==> src/rtl/ccop_pkg.sv <==
// Purpose: Shared constants and types for the cache coherence op control.
// Assumes: One clock, word-granular block operations on a 32-bit address.
// Notes:   Rules that the control logic and its software users follow.
`default_nettype none

package ccop_pkg;

	localparam int unsigned ADDR_W        = 32;
	localparam int unsigned CNT_W         = 16;
	localparam int unsigned GLB_N         = 4;
	localparam int unsigned GLB_LINES_DEF = 1024;

	localparam logic [ADDR_W-1:0] WORD_BYTES = 32'h0000_0004;
	localparam logic [ADDR_W-1:0] GLB_STEP   = 32'h0000_0001;
	localparam logic [ADDR_W-1:0] ADDR_RST   = 32'h0000_0000;
	localparam logic [CNT_W-1:0]  CNT_RST    = 16'h0000;

	// Index of each global trigger register
	localparam int unsigned GLB_L1D_INV   = 0;
	localparam int unsigned GLB_L1D_WRITEBACK_INVALIDATE_OP = 1;
	localparam int unsigned GLB_L2_INV    = 2;
	localparam int unsigned GLB_L2_WRITEBACK_INVALIDATE_OP  = 3;

	typedef enum logic [2:0] {
		OP_L1D_INV   = 3'h0,
		OP_L1D_WB    = 3'h1,
		OP_L1D_WRITEBACK_INVALIDATE_OP = 3'h2,
		OP_L2_INV    = 3'h3,
		OP_L2_WB     = 3'h4,
		OP_L2_WRITEBACK_INVALIDATE_OP  = 3'h5
	} ccop_op_e;

	typedef enum logic [1:0] {
		G_IDLE = 2'b01,
		G_RUN  = 2'b10
	} ccop_gstate_e;

	// One word (block) or one line index (global) for the cache to process
	typedef struct packed {
		logic                glob;
		ccop_op_e            op;
		logic [ADDR_W-1:0]   addr;
	} ccop_req_s;

endpackage

`default_nettype wire

==> src/rtl/ccop_ctrl.sv <==
// Purpose: Block and global cache coherence operation control, fence stall.
// Assumes: Register writes arrive as one-cycle strobes synchronous to CLK_I.
// Notes:   Global ops run one at a time, lowest index first.
`default_nettype none

module ccop_ctrl
	import ccop_pkg::*;
#(
	parameter int unsigned GLB_LINES = GLB_LINES_DEF
) (
	input  wire logic              CLK_I,
	input  wire logic              RESETN_I,
	input  wire logic              BASE_WR_I,
	input  wire logic [ADDR_W-1:0] BASE_DATA_I,
	input  wire ccop_op_e          BLOCK_OP_I,
	input  wire logic              COUNT_WR_I,
	input  wire logic [CNT_W-1:0]  COUNT_DATA_I,
	output logic [ADDR_W-1:0]      BASE_ADDR_O,
	output logic [CNT_W-1:0]       BLOCK_WORD_COUNT_O,
	input  wire logic [GLB_N-1:0]  GLB_WR_I,
	input  wire logic [GLB_N-1:0]  GLB_WDATA0_I,
	output logic [GLB_N-1:0]       GLB_BUSY_O,
	input  wire logic              FENCE_REQ_I,
	output logic                   FENCE_STALL_O,
	input  wire logic              L1D_FREEZE_I,
	output logic                   L1D_FROZEN_O,
	output ccop_req_s              BLK_REQ_O,
	output logic                   BLK_REQ_VALID_O,
	input  wire logic              BLK_REQ_READY_I,
	output ccop_req_s              GLB_REQ_O,
	output logic                   GLB_REQ_VALID_O,
	input  wire logic              GLB_REQ_READY_I
);

	localparam int unsigned GCW = $clog2(GLB_LINES + 1);
	localparam logic [GCW-1:0] GLB_COUNT = GCW'(GLB_LINES);

	// Table of the four global operations
	localparam ccop_op_e GLB_OP_TBL [GLB_N] = '{
		OP_L1D_INV, OP_L1D_WRITEBACK_INVALIDATE_OP, OP_L2_INV, OP_L2_WRITEBACK_INVALIDATE_OP
	};

	generate
		if (GLB_LINES < 1 || GCW > ADDR_W) begin : g_chk
			$error("ccop_ctrl: GLB_LINES out of range");
		end
	endgenerate

	logic [1:0]         rst_sync_q;
	logic               rst_n;
	logic [ADDR_W-1:0]  base_q;
	ccop_op_e           blk_op_q;
	logic               blk_valid;
	logic [ADDR_W-1:0]  blk_addr;
	logic [CNT_W-1:0]   blk_remain;
	logic               blk_start;
	logic [GLB_N-1:0]   glb_trig;
	logic [GLB_N-1:0]   pend_q;
	logic [GLB_N-1:0]   busy_q;
	logic [GLB_N-1:0]   sel;
	logic [1:0]         sel_idx;
	logic [1:0]         act_q;
	ccop_op_e           act_op_q;
	ccop_gstate_e       gstate_q;
	logic               glb_start;
	logic               glb_done;
	logic               glb_valid;
	logic [ADDR_W-1:0]  glb_addr;
	logic [GCW-1:0]     glb_remain;
	logic               any_busy;
	logic               stall_q;
	logic               frozen_q;

	// Reset is released through two flops so its deassertion is clean
	always_ff @(posedge CLK_I or negedge RESETN_I) begin
		if (!RESETN_I) begin
			rst_sync_q <= 2'b00;
		end else begin
			rst_sync_q <= {rst_sync_q[0], 1'b1};
		end
	end
	assign rst_n = rst_sync_q[1];

	// Base address register; always writable, the walker holds its own copy
	always_ff @(posedge CLK_I or negedge rst_n) begin
		if (!rst_n) begin
			base_q <= ADDR_RST;
		end else if (BASE_WR_I) begin
			base_q <= BASE_DATA_I;
		end
	end

	// Launch only from idle; a count write during a walk is dropped
	assign blk_start = COUNT_WR_I && (blk_remain == CNT_RST);

	// Operation kind is latched with the launch
	always_ff @(posedge CLK_I or negedge rst_n) begin
		if (!rst_n) begin
			blk_op_q <= OP_L1D_INV;
		end else if (blk_start) begin
			blk_op_q <= BLOCK_OP_I;
		end
	end

	ccop_walker #(
		.AW (ADDR_W),
		.CW (CNT_W)
	) u_blk (
		.clk_i    (CLK_I),
		.rst_n_i  (rst_n),
		.start_i  (blk_start),
		.base_i   (base_q),
		.count_i  (COUNT_DATA_I),
		.step_i   (WORD_BYTES),
		.ready_i  (BLK_REQ_READY_I),
		.valid_o  (blk_valid),
		.addr_o   (blk_addr),
		.remain_o (blk_remain),
		.done_o   ()
	);

	// Per-op pending and busy bits; a trigger beats a same-cycle clear
	generate
		for (genvar i = 0; i < GLB_N; i++) begin : g_glb
			assign glb_trig[i] = GLB_WR_I[i] && GLB_WDATA0_I[i];

			always_ff @(posedge CLK_I or negedge rst_n) begin
				if (!rst_n) begin
					pend_q[i] <= 1'b0;
				end else if (glb_trig[i]) begin
					pend_q[i] <= 1'b1;
				end else if (glb_start && sel[i]) begin
					pend_q[i] <= 1'b0;
				end
			end

			always_ff @(posedge CLK_I or negedge rst_n) begin
				if (!rst_n) begin
					busy_q[i] <= 1'b0;
				end else if (glb_trig[i]) begin
					busy_q[i] <= 1'b1;
				end else if (glb_done && act_q == 2'(i) && !pend_q[i]) begin
					busy_q[i] <= 1'b0;
				end
			end
		end
	endgenerate

	// Fixed priority pick of the lowest pending op
	always_comb begin
		sel     = '0;
		sel_idx = 2'h0;
		for (int k = GLB_N - 1; k >= 0; k--) begin
			if (pend_q[k]) begin
				sel     = '0;
				sel[k]  = 1'b1;
				sel_idx = 2'(k);
			end
		end
	end

	assign glb_start = (gstate_q == G_IDLE) && (|pend_q);

	// Global sequencer: one whole-cache walk at a time
	always_ff @(posedge CLK_I or negedge rst_n) begin
		if (!rst_n) begin
			gstate_q <= G_IDLE;
			act_q    <= 2'h0;
			act_op_q <= OP_L1D_INV;
		end else begin
			case (gstate_q)
				G_IDLE: begin
					if (glb_start) begin
						gstate_q <= G_RUN;
						act_q    <= sel_idx;
						// Op kind held in a flop so the port needs no decode
						act_op_q <= GLB_OP_TBL[sel_idx];
					end
				end
				G_RUN: begin
					if (glb_done) begin
						gstate_q <= G_IDLE;
					end
				end
				default: begin
					gstate_q <= G_IDLE;
				end
			endcase
		end
	end

	ccop_walker #(
		.AW (ADDR_W),
		.CW (GCW)
	) u_glb (
		.clk_i    (CLK_I),
		.rst_n_i  (rst_n),
		.start_i  (glb_start),
		.base_i   (ADDR_RST),
		.count_i  (GLB_COUNT),
		.step_i   (GLB_STEP),
		.ready_i  (GLB_REQ_READY_I),
		.valid_o  (glb_valid),
		.addr_o   (glb_addr),
		.remain_o (glb_remain),
		.done_o   (glb_done)
	);

	// Anything outstanding, including a launch arriving this cycle
	assign any_busy = (blk_remain != CNT_RST) || blk_start
		|| (|busy_q) || (|glb_trig);

	// Fence stall is registered, so it rises one cycle after the request
	always_ff @(posedge CLK_I or negedge rst_n) begin
		if (!rst_n) begin
			stall_q <= 1'b0;
		end else begin
			stall_q <= FENCE_REQ_I && any_busy;
		end
	end

	// Freeze only gates L1D allocation; the core itself is never held
	always_ff @(posedge CLK_I or negedge rst_n) begin
		if (!rst_n) begin
			frozen_q <= 1'b0;
		end else begin
			frozen_q <= L1D_FREEZE_I;
		end
	end

	assign BASE_ADDR_O        = base_q;
	assign BLOCK_WORD_COUNT_O = blk_remain;
	assign GLB_BUSY_O         = busy_q;
	assign FENCE_STALL_O      = stall_q;
	assign L1D_FROZEN_O       = frozen_q;
	assign BLK_REQ_VALID_O    = blk_valid;
	assign BLK_REQ_O          = '{glob: 1'b0, op: blk_op_q, addr: blk_addr};
	assign GLB_REQ_VALID_O    = glb_valid;
	assign GLB_REQ_O          = '{glob: 1'b1, op: act_op_q,
		addr: glb_addr};

endmodule

`default_nettype wire

==> src/rtl/ccop_walker.sv <==
// Purpose: Steps an address over a count of items, one per accepted request.
// Assumes: ready_i high means the cache has finished the offered item.
// Notes:   A start while the walk is running is ignored.
`default_nettype none

module ccop_walker #(
	parameter int unsigned AW = 32,
	parameter int unsigned CW = 16
) (
	input  wire logic          clk_i,
	input  wire logic          rst_n_i,
	input  wire logic          start_i,
	input  wire logic [AW-1:0] base_i,
	input  wire logic [CW-1:0] count_i,
	input  wire logic [AW-1:0] step_i,
	input  wire logic          ready_i,
	output logic               valid_o,
	output logic [AW-1:0]      addr_o,
	output logic [CW-1:0]      remain_o,
	output logic               done_o
);

	logic          valid_q;
	logic [AW-1:0] addr_q;
	logic [CW-1:0] remain_q;
	logic          done_q;
	logic          last;

	generate
		if (AW < 1 || CW < 1) begin : g_chk
			$error("ccop_walker: widths must be at least one bit");
		end
	endgenerate

	// Cast keeps the compare legal for a one-bit counter as well
	assign last = (remain_q == CW'(1));

	// Walk state; the address is a private copy so later base writes
	// cannot disturb the walk under way
	always_ff @(posedge clk_i or negedge rst_n_i) begin
		if (!rst_n_i) begin
			valid_q  <= 1'b0;
			addr_q   <= '0;
			remain_q <= '0;
		end else if (remain_q == '0) begin
			if (start_i && count_i != '0) begin
				valid_q  <= 1'b1;
				addr_q   <= base_i;
				remain_q <= count_i;
			end
		end else if (valid_q && ready_i) begin
			remain_q <= remain_q - 1'b1;
			addr_q   <= addr_q + step_i;
			if (last) begin
				valid_q <= 1'b0;
			end
		end
	end

	// One-cycle completion pulse on the last accepted item
	always_ff @(posedge clk_i or negedge rst_n_i) begin
		if (!rst_n_i) begin
			done_q <= 1'b0;
		end else begin
			done_q <= valid_q && ready_i && last;
		end
	end

	assign valid_o  = valid_q;
	assign addr_o   = addr_q;
	assign remain_o = remain_q;
	assign done_o   = done_q;

endmodule

`default_nettype wire

==> config.mk <==
export PLATFORM = sky130hd
export DESIGN_NAME = ccop_ctrl
export DESIGN_NICKNAME = d
export VERILOG_FILES = /design/src/rtl/ccop_pkg.sv /design/src/rtl/ccop_ctrl.sv /design/src/rtl/ccop_walker.sv
export SDC_FILE = /design/constraint.sdc
export NUM_CORES = 1
export LEC_CHECK = 0
export ABC_AREA = 1
export ABC_CLOCK_PERIOD_IN_PS = 4700
export BUFFER_PORTS_ARGS = -buffer_cell sky130_fd_sc_hd__buf_2
export CORE_MARGIN = 2
export CORE_UTILIZATION = 50
export CTS_CLUSTER_DIAMETER = 50
export DETAILED_ROUTE_END_ITERATION = 7
export PLACE_DENSITY = 0.8
export SKIP_LAST_GASP = 1
export SYNTH_ARGS = -nofsm -noshare
export SYNTH_HDL_FRONTEND = slang
export SYNTH_HIERARCHICAL = 1
export SYNTH_SLANG_ARGS = --single-unit
==> constraint.sdc <==
create_clock -name CLK_I -period 4.7 [get_ports CLK_I]
set_input_delay 1.175 -clock CLK_I [delete_from_list [all_inputs] [get_ports CLK_I]]
set_output_delay 1.175 -clock CLK_I [all_outputs]
set_load 0.01 [all_outputs]
==> results by group <==
Cells and area
  • Finished Cell Area: between 0.01 and 0.015 sq mm
  • Finished Layout Cells: 2500
  • # fillers: between 2000 and 2500
  • Syn-to-layout area delta: 17.6%
  • Share of cells above drive strength 1: 0.136
  • Layout Nets: between 2000 and 2500

Place
  • Post-DP Area: 0.0136 sq mm
  • Place WS: 1600 ps
  • Port Buffer Count: 192
  • Post-DP HPWL: 26500 um
  • Dpl cells: 2466
  • GPL Wtd Cong: between 1 and 1.5

Run status
  • Status: completed

Setup path
  • Crit start category: register
  • WS Path Type: reg2reg
  • CP Data Required Time: around 5000 ps
  • Critical path endpoint category: register
  • Worst Path Arrival: about 3500 ps
  • Cells on worst reg2reg path: 12
  • CP max FO: between 60 and 70

Clock network
  • Clock Latency Late Sink: 440 ps
  • CTS max path bufs: 2
  • CTS Hold Buffers Added: 0
  • CTS tree: done
  • Setup bufs post-CTS: 0
  • Clk root buf: clkbuf_16
  • Post-CTS resize count: 0
  • Clock transition at the registers of the reported paths: 80 ps
  • CTS Sinks: about 150
  • TritonCTS buffer count: 17
  • H-tree levels: 4

Die
  • Chip height: between 150 and 200 um
  • Ports: 195
  • Starting density of the core: 0.512
  • Die ar.: around 0.025 sq mm
  • Row cnt: 56
  • Die X-Extent: roughly 160 um
  • Core Area: approximately 0.024 sq mm

Timing
  • Unrepaired setup endpoints after global routing: false
  • Setup TNS Final: 0 ps
  • Count of final hold-check violations: 0
  • Fin crit share: 0.669
  • Final setup fails: 0
  • Worst slew pin tran: ~1100 ps
  • Layout Skew: approximately 14 ps
  • Crit path time final: between 3000 and 4000 ps
  • Max-slew headroom: 0.254
  • Setup ws final: 1560 ps
  • Max-slew violation count: 0
  • F_max: around 320 MHz

Route
  • Wirelength, routed: 34200 um
  • DR iter-0 viols: approximately 800
  • WL/cell: ~14 um
  • Vias post-DR: roughly 12000
  • Via density: between 4 and 5
  • Drt drc: 0
  • Pre-antenna DRT Iters: 5
  • Post-route ant nets: 0

Global route
  • Initial antenna violation count: 2
  • First-pass GRT wire length: ~57000 um
  • Vias in the first global route: between 10000 and 15000
  • Total global routing overflow: 0
  • GRT Total Usage: 0.274
  • Largest net degree at the start of global routing: between 60 and 70

Yosys
  • Synthesized cell area: approximately 0.012 sq mm
  • Synth Warn #: 6
  • Mapped Cells: roughly 1900
  • Mean Syn Cell Area: about 6.5 sq um

Power
  • P per Cell Area: about 220 mW/mm^2
  • Total power: between 0.003 and 0.004 W
  • Peak supply drop: 0.000197 V
  • Pleak: 8.46 nW

Worst hold path
  • Worst hold path class: reg2async

Job
  • MaxCap Viol Count: 0
through the flow:
stage / utilization / hold slack, ps
final: 0.602 / 323
after global routing: 0.602 / 373
after CTS: 0.602 / 350
after detailed placement: 0.578 / 348
after global placement: 0.578 / 337
after floorplan: - / 331
worst paths after layout:
check	slack [ps]	startpoint	end
min in group CLK_I	370	rst_sync_q[0]	rst_sync_q[1]
max in group asynchronous	3360	rst_sync_q[1]	pend_q[2]
min reg2reg	320	rst_sync_q[1]	u_glb/addr_o[23]
min	320	rst_sync_q[1]	u_glb/addr_o[23]
max reg2reg	1560	u_blk/remain_o[0]	u_blk/remain_o[9]
max	1560	u_blk/remain_o[0]	u_blk/remain_o[9]
sequential cells by signal, summed over array words and instances (netlist names):
signal,count
BASE_ADDR_O,32
FENCE_STALL_O,1
GLB_BUSY_O,4
L1D_FROZEN_O,1
act_op_q,3
act_q,1
blk_op_q,3
gstate_q,2
pend_q,4
rst_sync_q,2
u_blk/addr_o,32
u_blk/remain_o,16
u_blk/valid_o,1
u_glb/addr_o,32
u_glb/done_o,1
u_glb/remain_o,11
u_glb/valid_o,1
critical path: stages (launching register included):
cell and delay [ps]:
dfrtp_1 430, inv_1 120, ha_1 160, inv_1 80
nor2_2 160, nand2_1 140, nor2_4 290, inv_2 360
nand2_2 180, nand2_4 350, inv_4 470, o21ai_0 160
o21ai_1 160
layer usage:
layer	GRT usage	share of wire	vias up
met5	0	0	-
met3	0.0487	0.056	56
met1	0.357	0.45	5622
met2	0.468	0.48	359
met4	0.0756	0.021	0
li1	-	-	6302
cell usage in the layout (no fill, tap or decap), types with 5 or more instances in the layout:
cell type and n:
nand3_2 5, nand3_1 107, nor3_1 11, o21bai_1 6, buf_2 192, ha_1 67
o21ai_1 26, conb_1 123, inv_1 278, nor2_4 5, nor2_1 221, xnor2_1 16
dfrtp_1 145, a21oi_1 66, nand2_1 703, a31oi_1 14, o211ai_1 7, inv_6 7
clkbuf_16 17, o21ai_0 43, nand4_1 12, nor2_2 5, mux2_4 30, xor2_1 16
where the power goes:
group	switching, W	internal [W]	total, W
clock	0.000652	0.000718	0.00137
sequential	0.0000381	0.00129	0.00133
combinational	0.000235	0.000164	0.000400
total	0.000926	0.00218	0.00310
layout make-up:
| type | instances | area (sq um) | share of cell area |
|---|---|---|---|
| diodes | 2 | 5.00 | 0.000352 |
| clock buffers | 18 | 439 | 0.0309 |
| clock inverters | 14 | 131 | 0.00924 |
| inverters | 286 | 1080 | 0.0762 |
| multi-input cells | 1518 | 7470 | 0.525 |
| repair buffers | 196 | 1000 | 0.0706 |
| flip-flops and latches | 147 | 3680 | 0.259 |
| well taps | 319 | 399 | 0.0281 |
No activity file was read; power rests on OpenSTA's default activity.
